--- src/logic/aclb_pkg.sv ---
package aclb_pkg;

  // ****************************************
  // Register map
  // ****************************************
  localparam logic [7:0] ADDR_FORMAT = 8'h70; // Frame format control
  localparam logic [7:0] ADDR_CTRL = 8'h71; // Companding and loopback control
  localparam logic [7:0] ADDR_STATUS = 8'h72; // Interface status, read only

  // ****************************************
  // Field positions
  // ****************************************
  localparam int CTRL_LOOP_BIT = 0;
  localparam int CTRL_TX_LAW_BIT = 4;
  localparam int CTRL_TX_COMP_BIT = 5;
  localparam int CTRL_RX_LAW_BIT = 6;
  localparam int CTRL_RX_COMP_BIT = 7;
  localparam int FMT_POL_BIT = 0;
  localparam int STAT_WORD8_BIT = 0;
  localparam int STAT_BUSY_BIT = 1;
  localparam int STAT_CODE_LSB = 8;
  localparam int CODE_BITS = 8;

  // ****************************************
  // Reset values
  // ****************************************
  localparam logic CTRL_LOOP_RST = 1'b0;
  localparam logic CTRL_LAW_RST = 1'b0;
  localparam logic CTRL_COMP_RST = 1'b0;
  localparam logic FMT_POL_RST = 1'b0;
  localparam logic [15:0] REG_ZERO = 16'h0000;

  // ****************************************
  // Word and frame lengths in bit clocks
  // ****************************************
  localparam logic [5:0] FULL_WORD_BITS = 6'h10;
  localparam logic [5:0] BYTE_WORD_BITS = 6'h08;
  localparam logic [5:0] FULL_FRAME_BITS = 6'h20;
  localparam logic [5:0] BYTE_FRAME_BITS = 6'h10;

  // ****************************************
  // Companding constants
  // ****************************************
  localparam logic [15:0] MU_BIAS = 16'h0084;
  localparam logic [15:0] MU_CLIP = 16'h7F7B;
  localparam logic [7:0] A_EVEN_MASK = 8'h55;
  localparam logic [15:0] A_SEG0_OFS = 16'h0008;
  localparam logic [15:0] A_SEG1_OFS = 16'h0108;

  // ****************************************
  // Frame tracking states
  // ****************************************
  typedef enum logic [1:0] {
    AF_IDLE = 2'b00,
    AF_ARM = 2'b01,
    AF_DATA = 2'b10
  } aclb_frame_state_t;

endpackage : aclb_pkg

--- src/logic/aclb_g711.sv ---
`timescale 1ns/1ps
module aclb_g711 import aclb_pkg::*; (
  // Compressor side
  input wire logic [15:0] lin_in,
  input wire logic tx_alaw,
  output logic [7:0] code_out,
  // Expander side
  input wire logic [7:0] code_in,
  input wire logic rx_alaw,
  output logic [15:0] lin_out
);

  // ****************************************
  // Segment search
  // ****************************************
  // Index of highest set bit, zero when none
  function automatic logic [2:0] seg_of(input logic [7:0] w);
    logic [2:0] s;
    s = 3'h0;
    for (int i = 1; i < 8; i++) begin
      if (w[i]) begin
        s = 3'(i);
      end
    end
    return s;
  endfunction : seg_of

  logic mu_neg, a_neg;
  logic [15:0] mu_mag, mu_clip, mu_biased, mu_shift;
  logic [2:0] mu_exp, a_seg;
  logic [11:0] a_mag, a_shift;
  logic [7:0] mu_code, a_code;
  logic [7:0] mu_inv, a_un;
  logic [15:0] mu_t, mu_lin, a_base, a_t, a_lin;

  // ****************************************
  // Compressor
  // ****************************************
  // Biased 13-bit magnitude to sign, segment, mantissa
  always_comb begin
    mu_neg = lin_in[15];
    mu_mag = mu_neg ? (~lin_in + 16'h0001) : lin_in;
    mu_clip = (mu_mag > MU_CLIP) ? MU_CLIP : mu_mag;
    mu_biased = mu_clip + MU_BIAS;
    mu_exp = seg_of(mu_biased[14:7]);
    mu_shift = mu_biased >> ({1'b0, mu_exp} + 4'h3);
    mu_code = ~{mu_neg, mu_exp, mu_shift[3:0]};
  end

  // A-law: 12-bit magnitude, one's complement for negatives
  always_comb begin
    a_neg = lin_in[15];
    a_mag = a_neg ? ~lin_in[14:3] : lin_in[14:3];
    a_seg = seg_of({a_mag[11:5], 1'b0});
    a_shift = (a_seg < 3'h2) ? (a_mag >> 1) : (a_mag >> a_seg);
    a_code = {~a_neg, a_seg, a_shift[3:0]} ^ A_EVEN_MASK;
    code_out = tx_alaw ? a_code : mu_code;
  end

  // ****************************************
  // Expander
  // ****************************************
  // Undo inversion first, then rebuild the linear value
  always_comb begin
    mu_inv = ~code_in;
    mu_t = ({9'h000, mu_inv[3:0], 3'h0} + MU_BIAS) << mu_inv[6:4];
    mu_lin = mu_inv[7] ? (MU_BIAS - mu_t) : (mu_t - MU_BIAS);
    a_un = code_in ^ A_EVEN_MASK;
    a_base = {8'h00, a_un[3:0], 4'h0} + ((a_un[6:4] == 3'h0) ? A_SEG0_OFS : A_SEG1_OFS);
    a_t = (a_un[6:4] <= 3'h1) ? a_base : (a_base << (a_un[6:4] - 3'h1));
    a_lin = a_un[7] ? a_t : (~a_t + 16'h0001);
    lin_out = rx_alaw ? a_lin : mu_lin;
  end

endmodule : aclb_g711

--- src/logic/aclb_top.sv ---
// How it works
// - Loopback bit feeds ADC samples to DAC
// - Separate transmit and receive companding enables
// - Transmit law bit: 0 mu, 1 A
// - Receive law bit: 0 mu, 1 A
// - Segment approximation of both G.711 laws
// - Invert all bits mu, even bits A
// - Code byte sits in word MSBs
// - 13 or 12 bit magnitude to byte
// - Byte is sign, exponent, mantissa
// - Any companding enable selects 8-bit words
// - 8-bit words run back to back
// - Law bit alone gives plain 8-bit words
// - Mode B MSB first edge, A second
`timescale 1ns/1ps
module aclb_top import aclb_pkg::*; (
  // Clock, reset, enable
  input wire logic core_clk,
  input wire logic arst_n,
  input wire logic clk_en,
  // Register port
  input wire logic [7:0] reg_addr,
  input wire logic [15:0] reg_wdata,
  input wire logic reg_wr,
  input wire logic reg_rd,
  output logic [15:0] reg_rdata,
  // Serial audio interface
  input wire logic aif_bclk,
  input wire logic aif_frame,
  input wire logic aif_rx_data,
  output logic aif_tx_data,
  // Converter side
  input wire logic [15:0] adc_left,
  input wire logic [15:0] adc_right,
  output logic [15:0] dac_left,
  output logic [15:0] dac_right,
  output logic dac_left_stb,
  output logic dac_right_stb
);

  // ****************************************
  // Declarations
  // ****************************************
  logic loop_en;
  logic tx_law_sel;
  logic tx_comp_en;
  logic rx_law_sel;
  logic rx_comp_en;
  logic frame_polarity_sel;
  logic word8;
  logic [5:0] word_bits;
  logic [5:0] frame_bits;
  logic bclk_q;
  logic frame_at_edge;
  logic bclk_rise;
  logic frame_start;
  logic take_bit;
  logic [5:0] cur_idx;
  logic left_end;
  logic right_end;
  aclb_frame_state_t state;
  aclb_frame_state_t next_state;
  logic [5:0] bit_cnt;
  logic [31:0] tx_shift;
  logic [31:0] rx_shift;
  logic [31:0] next_rx;
  logic [31:0] tx_load;
  logic [7:0] last_code;
  logic [15:0] rd_value;
  logic [15:0] adc_word [2];
  logic [7:0] tx_code [2];
  logic [15:0] rx_lin [2];
  logic [15:0] rx_word [2];

  assign adc_word[0] = adc_left;
  assign adc_word[1] = adc_right;

  // ****************************************
  // Companders, one per channel
  // ****************************************
  for (genvar ch = 0; ch < 2; ch++) begin : g_chan
    aclb_g711 u_codec (
      .lin_in(adc_word[ch]),
      .tx_alaw(tx_law_sel),
      .code_out(tx_code[ch]),
      .code_in(next_rx[7:0]),
      .rx_alaw(rx_law_sel),
      .lin_out(rx_lin[ch])
    );

    // Received word to linear, by word mode
    always_comb begin
      if (!word8) begin
        rx_word[ch] = next_rx[15:0];
      end else if (rx_comp_en) begin
        rx_word[ch] = rx_lin[ch];
      end else begin
        rx_word[ch] = {next_rx[7:0], 8'h00};
      end
    end
  end

  // ****************************************
  // Word mode
  // ****************************************
  // Either enable or either law bit shortens words
  assign word8 = tx_comp_en | rx_comp_en | tx_law_sel | rx_law_sel;
  assign word_bits = word8 ? BYTE_WORD_BITS : FULL_WORD_BITS;
  assign frame_bits = word8 ? BYTE_FRAME_BITS : FULL_FRAME_BITS;

  // Next transmit pair, code bytes in the top bits
  always_comb begin
    if (!word8) begin
      tx_load = {adc_word[0], adc_word[1]};
    end else if (tx_comp_en) begin
      tx_load = {tx_code[0], tx_code[1], 16'h0000};
    end else begin
      tx_load = {adc_word[0][15:8], adc_word[1][15:8], 16'h0000};
    end
  end

  // ****************************************
  // Bit clock and frame tracking
  // ****************************************
  // Pins are synchronous; keep last bit clock level
  always_ff @(posedge core_clk or negedge arst_n) begin
    if (!arst_n) begin
      bclk_q <= 1'b0;
    end else if (clk_en) begin
      bclk_q <= aif_bclk;
    end
  end

  // Frame level seen at the last bit clock edge
  always_ff @(posedge core_clk or negedge arst_n) begin
    if (!arst_n) begin
      frame_at_edge <= 1'b0;
    end else if (clk_en && bclk_rise) begin
      frame_at_edge <= aif_frame;
    end
  end

  assign bclk_rise = aif_bclk & ~bclk_q;
  assign frame_start = bclk_rise & aif_frame & ~frame_at_edge;

  // Mode B takes the start edge as MSB, mode A waits one
  always_comb begin
    take_bit = 1'b0;
    cur_idx = bit_cnt;
    if (frame_start) begin
      take_bit = frame_polarity_sel;
      cur_idx = 6'h00;
    end else if (bclk_rise && state == AF_ARM) begin
      take_bit = 1'b1;
      cur_idx = 6'h00;
    end else if (bclk_rise && state == AF_DATA) begin
      take_bit = 1'b1;
    end
  end

  // Word ends; right word follows the left at once
  assign left_end = take_bit && (cur_idx == word_bits - 6'h01);
  assign right_end = take_bit && (cur_idx == frame_bits - 6'h01);

  // Frame state transitions; a new start always wins
  always_comb begin
    next_state = state;
    case (state)
      AF_IDLE: begin
        next_state = AF_IDLE;
      end
      AF_ARM: begin
        next_state = AF_DATA;
      end
      AF_DATA: begin
        next_state = AF_DATA;
      end
      default: begin
        next_state = AF_IDLE;
      end
    endcase
    if (frame_start) begin
      next_state = frame_polarity_sel ? AF_DATA : AF_ARM;
    end else if (!bclk_rise) begin
      next_state = state;
    end
    if (right_end) begin
      next_state = AF_IDLE;
    end
  end

  always_ff @(posedge core_clk or negedge arst_n) begin
    if (!arst_n) begin
      state <= AF_IDLE;
    end else if (clk_en) begin
      state <= next_state;
    end
  end

  // Bit position within the frame
  always_ff @(posedge core_clk or negedge arst_n) begin
    if (!arst_n) begin
      bit_cnt <= 6'h00;
    end else if (clk_en) begin
      if (frame_start && !frame_polarity_sel) begin
        bit_cnt <= 6'h00;
      end else if (take_bit) begin
        bit_cnt <= cur_idx + 6'h01;
      end
    end
  end

  // ****************************************
  // Serial shifters
  // ****************************************
  assign next_rx = {rx_shift[30:0], aif_rx_data};

  // Receive shifter, MSB first
  always_ff @(posedge core_clk or negedge arst_n) begin
    if (!arst_n) begin
      rx_shift <= 32'h0000_0000;
    end else if (clk_en && take_bit) begin
      rx_shift <= next_rx;
    end
  end

  // Transmit shifter; MSB waits on the line between frames
  always_ff @(posedge core_clk or negedge arst_n) begin
    if (!arst_n) begin
      tx_shift <= 32'h0000_0000;
    end else if (clk_en) begin
      if (right_end) begin
        tx_shift <= tx_load;
      end else if (take_bit) begin
        tx_shift <= {tx_shift[30:0], 1'b0};
      end
    end
  end

  assign aif_tx_data = tx_shift[31];

  // ****************************************
  // Converter outputs
  // ****************************************
  // Left sample at end of left word
  always_ff @(posedge core_clk or negedge arst_n) begin
    if (!arst_n) begin
      dac_left <= 16'h0000;
      dac_left_stb <= 1'b0;
    end else if (clk_en) begin
      dac_left_stb <= left_end;
      if (left_end) begin
        dac_left <= loop_en ? adc_left : rx_word[0];
      end
    end
  end

  // Right sample at end of frame
  always_ff @(posedge core_clk or negedge arst_n) begin
    if (!arst_n) begin
      dac_right <= 16'h0000;
      dac_right_stb <= 1'b0;
    end else if (clk_en) begin
      dac_right_stb <= right_end;
      if (right_end) begin
        dac_right <= loop_en ? adc_right : rx_word[1];
      end
    end
  end

  // Last received low byte, for status
  always_ff @(posedge core_clk or negedge arst_n) begin
    if (!arst_n) begin
      last_code <= 8'h00;
    end else if (clk_en && (left_end || right_end)) begin
      last_code <= next_rx[7:0];
    end
  end

  // ****************************************
  // Register writes
  // ****************************************
  // Companding and loopback control
  always_ff @(posedge core_clk or negedge arst_n) begin
    if (!arst_n) begin
      loop_en <= CTRL_LOOP_RST;
      tx_law_sel <= CTRL_LAW_RST;
      tx_comp_en <= CTRL_COMP_RST;
      rx_law_sel <= CTRL_LAW_RST;
      rx_comp_en <= CTRL_COMP_RST;
    end else if (clk_en && reg_wr && reg_addr == ADDR_CTRL) begin
      loop_en <= reg_wdata[CTRL_LOOP_BIT];
      tx_law_sel <= reg_wdata[CTRL_TX_LAW_BIT];
      tx_comp_en <= reg_wdata[CTRL_TX_COMP_BIT];
      rx_law_sel <= reg_wdata[CTRL_RX_LAW_BIT];
      rx_comp_en <= reg_wdata[CTRL_RX_COMP_BIT];
    end
  end

  // Frame format control
  always_ff @(posedge core_clk or negedge arst_n) begin
    if (!arst_n) begin
      frame_polarity_sel <= FMT_POL_RST;
    end else if (clk_en && reg_wr && reg_addr == ADDR_FORMAT) begin
      frame_polarity_sel <= reg_wdata[FMT_POL_BIT];
    end
  end

  // ****************************************
  // Register reads
  // ****************************************
  // Read mux; unmapped and reserved bits are zero
  always_comb begin
    rd_value = REG_ZERO;
    if (reg_addr == ADDR_FORMAT) begin
      rd_value[FMT_POL_BIT] = frame_polarity_sel;
    end else if (reg_addr == ADDR_CTRL) begin
      rd_value[CTRL_LOOP_BIT] = loop_en;
      rd_value[CTRL_TX_LAW_BIT] = tx_law_sel;
      rd_value[CTRL_TX_COMP_BIT] = tx_comp_en;
      rd_value[CTRL_RX_LAW_BIT] = rx_law_sel;
      rd_value[CTRL_RX_COMP_BIT] = rx_comp_en;
    end else if (reg_addr == ADDR_STATUS) begin
      rd_value[STAT_WORD8_BIT] = word8;
      rd_value[STAT_BUSY_BIT] = (state != AF_IDLE);
      rd_value[STAT_CODE_LSB +: CODE_BITS] = last_code;
    end
  end

  // Data stands only in the cycle after the strobe
  always_ff @(posedge core_clk or negedge arst_n) begin
    if (!arst_n) begin
      reg_rdata <= REG_ZERO;
    end else if (clk_en) begin
      reg_rdata <= reg_rd ? rd_value : REG_ZERO;
    end
  end

endmodule : aclb_top

--- config.mk ---
export PLATFORM = sky130hd
export DESIGN_NAME = aclb_top
export DESIGN_NICKNAME = d
export VERILOG_FILES = /design/src/logic/aclb_pkg.sv /design/src/logic/aclb_g711.sv /design/src/logic/aclb_top.sv
export SDC_FILE = /design/constraint.sdc
export NUM_CORES = 1
export LEC_CHECK = 0
export ABC_CLOCK_PERIOD_IN_PS = 5800
export BUFFER_PORTS_ARGS = -buffer_cell sky130_fd_sc_hd__buf_2
export CAP_MARGIN = 10
export CELL_PAD_IN_SITES_DETAIL_PLACEMENT = 1
export CELL_PAD_IN_SITES_GLOBAL_PLACEMENT = 2
export CORE_UTILIZATION = 39
export DETAILED_ROUTE_END_ITERATION = 8
export GPL_TIMING_DRIVEN = 0
export HOLD_SLACK_MARGIN = 0.1
export PLACE_DENSITY = 0.89
export SYNTH_ARGS = -nofsm -noshare
export SYNTH_HDL_FRONTEND = slang
export SYNTH_HIERARCHICAL = 1
export SYNTH_SLANG_ARGS = --single-unit
export TNS_END_PERCENT = 1
--- constraint.sdc ---
create_clock -name core_clk -period 5.8 [get_ports core_clk]
set_input_delay 0.58 -clock core_clk [delete_from_list [all_inputs] [get_ports core_clk]]
set_output_delay 0.58 -clock core_clk [all_outputs]
set_load 0.05 [all_outputs]
Word-level counts from Yosys, hierarchy flattened
Cells that the tools add are included.

Flip-flop bits (word level): 121. Input bits: 64. Output and inout port bits: 51. Logic and storage cells: 171.

$add $sub $neg: 15. Magnitude comparators: 5. Eq/ne operators: 7. Shift operators: 6. Multiplexer cells: 75. Bitwise logic cells: 21. Reductions and logical operators: 24.

Operators with widths (number): $mux 16 (13); $mux 32 (4); $mux 3 (20); $add 16x1->16 const B (3); $not 16->16 (3); $mux 12 (3); $add 16x8->16 const B (2); $gt 16x15->1 const B (2); $mux 8 (4); $shl 16x3->16 (2); $shr 16x4->4 (2); $mux 6 (5); $eq 8x7->1 const B (3); $not 12->12 (2); $not 8->8 (3); $shr 12x3->4 (2); $mux 2 (10); $sub 16x8->16 const B (1); $sub 8x16->16 const A (1); $eq 6x6->1 (2); $mux 4 (3); $not 4->4 (3); $logic_and 1x1->1 (11); $mux 1 (11); other kinds (23) (38).

Longest topological paths before layout
Gate-level depths: netlist (run 1).

Depth in word-level cells: 20. Depth in mapped cells: 24. Gate-level depth less buffers: 23.

Hierarchy
The synthesis (run 1) kept the hierarchy.

By module, submodules not included: aclb_top (instances 1, cells an instance 637, area an instance 6097.1 µm², sequential area each 2977.9 µm²); aclb_g711 at g_chan[0].u_codec (instances 1, cells an instance 550, area an instance 3532.1 µm², sequential area each 0.0 µm²); aclb_g711 at g_chan[1].u_codec (instances 1, cells an instance 527, area an instance 3301.9 µm², sequential area each 0.0 µm²).

Worst setup path before layout (run 1)
Ideal clock, no wire load.

Path type: input to register. Start point: in adc_left[2]. End point: reg tx_shift[26]. Library setup time: 0.134 ns. Arrival: 5.187 ns. Data required time: 5.666 ns. Path slack: 0.479 ns. Cell stages on the path: 21. Path buffers: 4. Path through: buf_6 or4_4 o41ai_2 xnor2_1 o211ai_1 o21ai_1 buf_2 nand2b_1 ha_1 clkbuf_1 inv_1 o32ai_2 nor2_2 or3_1 buf_2 a211o_1 and3b_1 a211o_1 mux2_2 mux2i_1 o21ai_0.

RTL lines: start: declaration (RTL line aclb_top.sv:33) `input wire logic [15:0] adc_left,`; end signal: assignment (RTL line aclb_top.sv:233) `tx_shift <= tx_load;`; end signal: assignment (RTL line aclb_top.sv:235) `tx_shift <= {tx_shift[30:0], 1'b0};`; end: declaration (RTL line aclb_top.sv:64) `logic [31:0] tx_shift;`.

==> results of run 1 <==
-- power by group --
group	switching (mW)	internal, mW
registers	0.191	0.923
clock network	0.421	0.698
logic	1.92	1.17
-- placed cells by master, fill, tap and decap left out, types with 9 or more instances in the layout --
cell / count
nand2_1: 223
nor2_1: 168
o21ai_0: 141
dfrtp_1: 119
a21oi_1: 117
buf_2: 116
mux2i_1: 95
clkbuf_1: 81
xnor2_1: 53
inv_1: 47
nand3_1: 46
nand2b_1: 42
mux2_2: 39
a31oi_1: 35
xor2_1: 33
ha_1: 24
nor2b_1: 22
nor3_1: 22
a22oi_1: 22
or3_1: 19
o211ai_1: 18
a22o_1: 17
clkbuf_16: 17
o22ai_1: 15
and3_1: 14
buf_1: 13
buf_4: 13
o31ai_1: 11
nand4_1: 11
and2_1: 10
nor4_1: 10
o21a_1: 10
mux2_4: 9
or2_2: 9
-- flip-flops by register name, indices dropped and copies added, names as in the netlist --
register,count
tx_law_sel,1
tx_comp_en,1
last_code,8
dac_right_stb,1
rx_comp_en,1
state,2
dac_left,16
rx_shift,15
bclk_q,1
dac_right,16
frame_at_edge,1
bit_cnt,6
reg_rdata,14
loop_en,1
dac_left_stb,1
frame_polarity_sel,1
rx_law_sel,1
tx_shift,32
-- worst min-delay path by stage --
stage | from | endpoint
after floorplan | arst_n | bclk_q
after global placement | tx_shift[31] | tx_shift[31]
after detailed placement | dac_right[4] | dac_right[4]
after CTS | arst_n | tx_shift[5]
after global routing | arst_n | tx_shift[5]
final | arst_n | tx_shift[5]
-- metrics by stage --
step | utilization, % | instances | cell area [µm²] | worst slack [ns]
floorplan | - | 1717 | 12900 | 0.479
global placement | 42.9 | 2260 | 14000 | -0.591
detailed placement | 43.0 | 2261 | 14000 | -0.701
CTS | 45.0 | 2293 | 14700 | 0.0642
global route | 45.5 | 2297 | 14800 | 0.0142
finish | 45.5 | 2297 | 14800 | 0.320
-- cell type report --
cell class | instances | area [µm²]
fill | 4140 | 17800
multi-input combinational | 1425 | 9390
tap | 442 | 553
clock buffer | 21 | 460
clock inverter | 11 | 148
buffer | 122 | 538
timing repair buffer | 108 | 584
inverter | 49 | 184
sequential | 119 | 2980
-- kinds of logic (layout without fill, tap and decap cells) --
family	count (synthesis)	after routing	synth area share (%)
AND/OR/NAND/NOR	651	651	24.3
XOR/XNOR	89	89	6.09
AO/OA/AOI/OAI	506	506	25.9
adder cells (fa/ha/maj)	26	26	2.52
buffers and inverters	173	311	5.61
flip-flops	119	119	23.0
multiplexers	147	147	12.5
other	3	6	0.0871
-- per-layer routing --
| metal | track usage (%) | part of all wire (%) |
|---|---|---|
| met3 | 2.85 | 2.8 |
| met2 | 49.5 | 49 |
| met4 | 8.53 | 2.3 |
| met5 | 0 | 0 |
| met1 | 38.0 | 46 |
-- repair_timing --
item / 4_1_cts / 5_1_grt
endpoints found under the hold margin: 0 / 0
resized for setup: 7 / 23
endpoints found under the setup margin: 8 / 9
setup buffers: 1 / 5
pin swaps: 1 / 5
==> results.txt, run 1 <==
The worst register-to-register path ends at dac_right[13]. The worst path needs 5.48 ns of the cycle, external delays included. The longest clock path from root to sink contains 2 buffers. The number of global-route vias before repair came out at 13500. The first routing iteration left 870 violations.

The number of diodes is 0. The final max-slew violation count came to 0. The overall routing resource usage is 28.8%. Headroom to the max-slew limit came out at 30.1%.

At the later pin of the worst-skew pair, clock insertion delay measures 0.43 ns. The number of cells on the critical path is 24. The number of buffers added to fix hold violations after cts is 0.

The initial antenna violation count came out at 0. The kind of cell with the highest combined delay along the critical path is compound AO/OA/AOI/OAI gates. The critical path required time came out at 6.15 ns. The clock tree synthesis step divided the H-tree into 4 levels. The die extent in x came out at 184 µm. The root cell of the clock tree is clkbuf_16. The floorplan die height came out at 184 µm. VDD sags by at most 336 µV. The share of final-layout standard cells stronger than drive strength 1 is 15.3%. The flow ran to the end, and the final reports show no timing, DRC or antenna violations.

The maximum operating frequency came out at 0.182 GHz. The number of warning messages in the yosys log came out at 6. The via count came out at 13500. The largest total area in the synthesized netlist belongs to dfrtp_1. For the worst flop-to-flop path, the logic depth is 17.

The placeable core area is 32600 µm². The overall die area came out at 33900 µm². The worst setup skew after layout came out at 0.0120 ns.

The power density over the cells is 359 nW/µm². TritonCTS built the clock tree. Tracing the worst setup path back leads to its startpoint at adc_right[7]. Walking the worst path, the cells encountered are buf_2, clkbuf_1, or3b_2, o21ai_1, xnor2_1, o211ai_1, o31a_1, nand2_1, ha_2, inv_1, nor4_4, a311oi_4, a211oi_4, xor2_2, a31oi_2, o21ai_4, buf_4, mux2i_1, a2bb2oi_2, a22oi_1, mux2i_1, o21ai_0, mux2i_1, o21ai_0. The setup slack of the most critical reg-to-reg path is 0.76 ns.

The worst setup path is launched from an input pin. The cell leakage power came out at 6.25 nW. In the synthesized netlist, the cells that appear most often are nand2_1, nor2_1, o21ai_0, dfrtp_1, a21oi_1. The total I/O pin count is 115. After synthesis, the cell types taking the most area are dfrtp_1, mux2i_1, nand2_1. The worst register-to-register path begins at rx_shift[3]. The fraction of post-synthesis cell area in the top cell type by area is 23.0%. The number of port buffers came out at 101. The synthesized instance count came out at 1714.

In the post-synthesis netlist, the cell with the most instances is nand2_1. The synthesized design contains 119 register bits. Routability-driven placement finished with a final weighted congestion of 0.927. The worst setup path is captured at a flop. Entering global routing, the biggest net connects 61 pins. The summed negative setup slack over all endpoints came out at 0 ns. At the worst endpoint, the arrival time is 5.83 ns. The transition time of the tightest slew-check pin is 1.05 ns. The first-pass GRT wire length came out at 76500 µm. The wire length reported by the detailed router came out at 48400 µm. The final period utilization is 94.5%. The end point of the critical path is tx_shift[16]. The clock-pin slew on the worst setup and hold paths is 0.06 ns. The register area share after synthesis is 23.0%. The post-layout total power came out at 5.32 mW. Setup repair after global routing left no endpoint under its margin. The floorplan has 66 rows.

The maximum net fanout on the critical path came out at 8. For this run, design rule violations remaining after detail routing come to 0. The per-instance average area after synthesis came out at 7.54 µm². The tightest min-delay check is of the in2async type. By startpoint and endpoint, the worst setup path is classified as in2reg. The number of endpoints failing setup at the final stage is 0.

The count of max-cap constraint violations came out at 0. After the last flow step, the layout net total stands at 1932. The proportion of register bits with asynchronous set or reset after synthesis is 100%. The average wire per standard cell came out at 21.1 µm.

The final hold slack is 0.121 ns. The count of final hold-check violations is 0. The detailed-route vias per instance is 5.87. By instance count, the cell type seen most on the critical path is mux2i_1. The number of detailed-routing iterations run before antenna repair came out at 5. The TritonCTS buffer count came out at 17. The count of unique library cells instantiated by Yosys is 110.

The remaining global-route overflow is 0. The HPWL after detailed placement is 36800 µm. The largest single stage delay on the critical path is 0.57 ns. The number of buffer and inverter instances along the worst setup path came out at 4. For this design, the slowest cell found on the critical path is or3b_2. The area growth from synthesis to layout is 14.7%.

The remaining antenna violation count came out at 0. In the synthesized netlist the dominant register cell turns out to be dfrtp_1. Summing every instance area after synthesis gives 12900 µm².

Once the floorplan was initialized, standard cells occupied 39.6% of the core. The count of clock tree sinks came out at 119. The synthesized design contains 0 enable-type register cells.
Power figures use the tool's default switching activity.
==> run 2: changes to the inputs <==
- ABC_CLOCK_PERIOD_IN_PS: 5800 -> 5630
- CORE_UTILIZATION: 39 -> 36
- PLACE_DENSITY: 0.89 -> 0.83
- clock period: 5.8 -> 5.63 ns (I/O delays scaled with it)
==> run 2 against run 1 <==
  * Sequential power grew 4%
  * Clock power is essentially flat
  * Die area grew 8.2%
  * Critical endpoint unchanged
  * Largest cell class unchanged
  * Largest power group unchanged
==> results.txt, run 2 (same netlist as run 1, synthesis figures left out) <==
The number of placement rows came to 69 (+4.5%). The cell leakage power was 6.31 nW (+0.82%). The path depth of the worst reg2reg path came to 18 (+1). The number of endpoints failing setup at the final stage was 0 (unchanged). The maximum number of pins on one net before global-route repair is 96 (+57%). The H-tree depth is 4 (unchanged). The startpoint of the worst hold path is reg_wdata[4]. The clock latency at the later pin of the worst-skew pair is 0.43 ns (about the same).

The violation count after the first detailed-routing iteration was 782 (-10%). The flow ran to the end, and the final reports show no timing, DRC or antenna violations. The maximum clock insertion buffer count came out at 2 (unchanged). The setup slack of the most critical reg-to-reg path is 0.63 ns (-0.13 ns). The area occupied by registers came to 2980 µm² (unchanged).

The area growth from synthesis to layout is 15.4%. The worst setup skew after layout came to 0.0131 ns (+0.00114 ns). The overall routing resource usage is 26.6% (-2.3 points). The power density over the cells is 363 nW/µm² (+1.1%). The count of clock tree sinks is 119 (unchanged). The number of nets in the layout came out at 1935 (+0.16%).

The number of port buffers is 101 (unchanged). The detailed-route vias per instance is 5.86 (about the same). The average wire per standard cell came out at 20.9 µm (-0.84%). The number of filler cells placed in the layout came out at 4461 (+7.8%).

The endpoint arrival time on the critical path is 5.75 ns (-0.08 ns). The critical path required time is 5.98 ns (-0.17 ns). In this run the clock root is driven by a clkbuf_16. The number of global-route vias before repair came out at 13600 (+0.58%). The TritonCTS buffer count is 17 (unchanged).

The total placed instance area came out at 14100 µm² (+0.17%). Counting instances, the worst hold path has a depth of 2. In the final layout, the registers with the most flip-flops are tx_shift: 32 flops, dac_left: 16 flops, dac_right: 16 flops.

In the layout the commonest cells are nand2_1, nor2_1, o21ai_0, dfrtp_1, a21oi_1. The count of max-cap constraint violations is 0 (unchanged). The clock-pin slew on the worst setup and hold paths is 0.06 ns (about the same). The transition time of the tightest slew-check pin was 1.07 ns (+0.0218 ns). STA classifies the critical path endpoint as a flop.

The total area of multi-input combinational cells is 9450 µm² (+0.64%). The die extent in x came to 192 µm (+4.0%). The type of the most critical hold path is in2reg.

The maximum net fanout on the critical path is 9 (+1). The share of final-layout standard cells stronger than drive strength 1 came out at 16.1% (+0.75 points). The global placement routability congestion is 0.885 (-4.5%). The worst ir drop on vdd is 280 µV (-17%). The initial core utilization is 36.4% (-3.2 points).

The summed negative setup slack over all endpoints came out at 0 ns (unchanged). The clock tree from TritonCTS is done. The number of detailed-routing iterations run before antenna repair is 5 (unchanged).

The DRC violation count after routing is 0 (unchanged). The endpoint of the worst register-to-register path is dac_right[15]. The critical path is of the in2reg type. The overall die area is 36700 µm² (+8.2%). The library cell used most frequently in the layout, excluding fill and tap cells, is nand2_1. The final max-slew violation count came to 0 (unchanged). The remaining antenna violation count came out at 0 (unchanged). The floorplan die height is 192 µm (+4.0%). Ranked by flip-flop count, first place goes to tx_shift.

Setup repair after global routing could not meet its margin everywhere. The post-layout total power is 5.42 mW (+1.8%). The kind of start point of the critical path is an input pin.

The remaining global-route overflow is 0 (unchanged). The first-pass GRT wire length was 76500 µm (about the same). The final period utilization came out at 96.0%.

The number of flip-flops in the largest register came out at 32 (unchanged). The count of final hold-check violations came out at 0 (unchanged). The via count came to 13600 (+0.83%). The startpoint identified for the worst register-to-register timing path is rx_shift[3].

Timing would allow up to 0.185 GHz. The final instance area is 14900 µm² (+0.63%). The worst hold path endpoint is tx_law_sel.

The headroom to the max-slew limit came to 28.7% (-1.5 points). The initial antenna violation count was 1 (+1). The shortest period the worst path allows is 5.41 ns. The HPWL after detailed placement came out at 36800 µm (-0.14%).

The placeable core area is 35500 µm² (+8.8%). The wire length reported by the detailed router is 48400 µm (about the same). The post-placement worst setup slack is -0.869 ns (-0.169 ns). The total I/O pin count was 115 (unchanged). The setup slack of the critical path after layout is 0.224 ns (-0.0951 ns).
run 2: stage by stage:
step | instances | util [%] | hold WS [ns]
3_5_place_dp | 2280 | 39.6 | 0.447
3_3_place_gp | 2279 | 39.5 | 0.464
5_1_grt | 2318 | 42.1 | 0.372
2_1_floorplan | 1717 | - | 0.267
6_report | 2318 | 42.1 | 0.372
4_1_cts | 2312 | 41.5 | 0.364
run 2: worst max path at each step:
stage,startpoint,end
final,adc_right[2],tx_shift[16]
after global routing,adc_right[2],tx_shift[16]
after CTS,adc_right[7],tx_shift[16]
after detailed placement,adc_left[0],tx_shift[26]
after global placement,adc_left[0],tx_shift[26]
after floorplan,adc_left[2],tx_shift[26]
run 2: report_power, final:
part,internal [mW],switching (mW)
sequential,0.951,0.201
clock,0.690,0.412
combinational,1.20,1.96
total,2.85,2.57
run 2: critical path, stage by stage:
cell	delay, ns
buf_2	0.13
buf_2	0.19
nor4_4	0.29
nand4_1	0.24
or4_1	0.48
a31o_1	0.29
o31ai_1	0.44
nor2_1	0.11
ha_2	0.24
inv_1	0.13
nor4_4	0.07
a311oi_4	0.19
buf_4	0.20
a21oi_4	0.06
and2_1	0.20
o211ai_1	0.50
nor3_4	0.10
or2_2	0.30
a2bb2oi_2	0.16
a22oi_1	0.30
mux2i_1	0.13
o21ai_0	0.18
mux2i_1	0.09
o21ai_0	0.15
run 2: metal layers:
layer / track usage [%] / wire [µm] / vias up
li1: - / - / 6438
met1: 35.4 / 22400 / 6813
met2: 45.1 / 23500 / 260
met3: 2.52 / 1340 / 77
met4: 8.00 / 1160 / 0
met5: 0 / 0 / -
run 2: timing repair:
item,4_1_cts,5_1_grt
setup endpoints to repair,8,10
gates resized for setup,11,38
buffers inserted,1,7
endpoints found under the hold margin,24,0
hold buffers,1,0
pin swaps,1,8
run 2: area by class of cell:
type	count	share of cell area, %
inverters	49	1.23
clock buffers	22	3.24
plain buffers	122	3.66
clock inverters	8	0.654
flip-flops and latches	119	19.9
diodes	1	0.0168
repair buffers	111	4.08
well taps	461	3.86
multi-input cells	1425	63.3
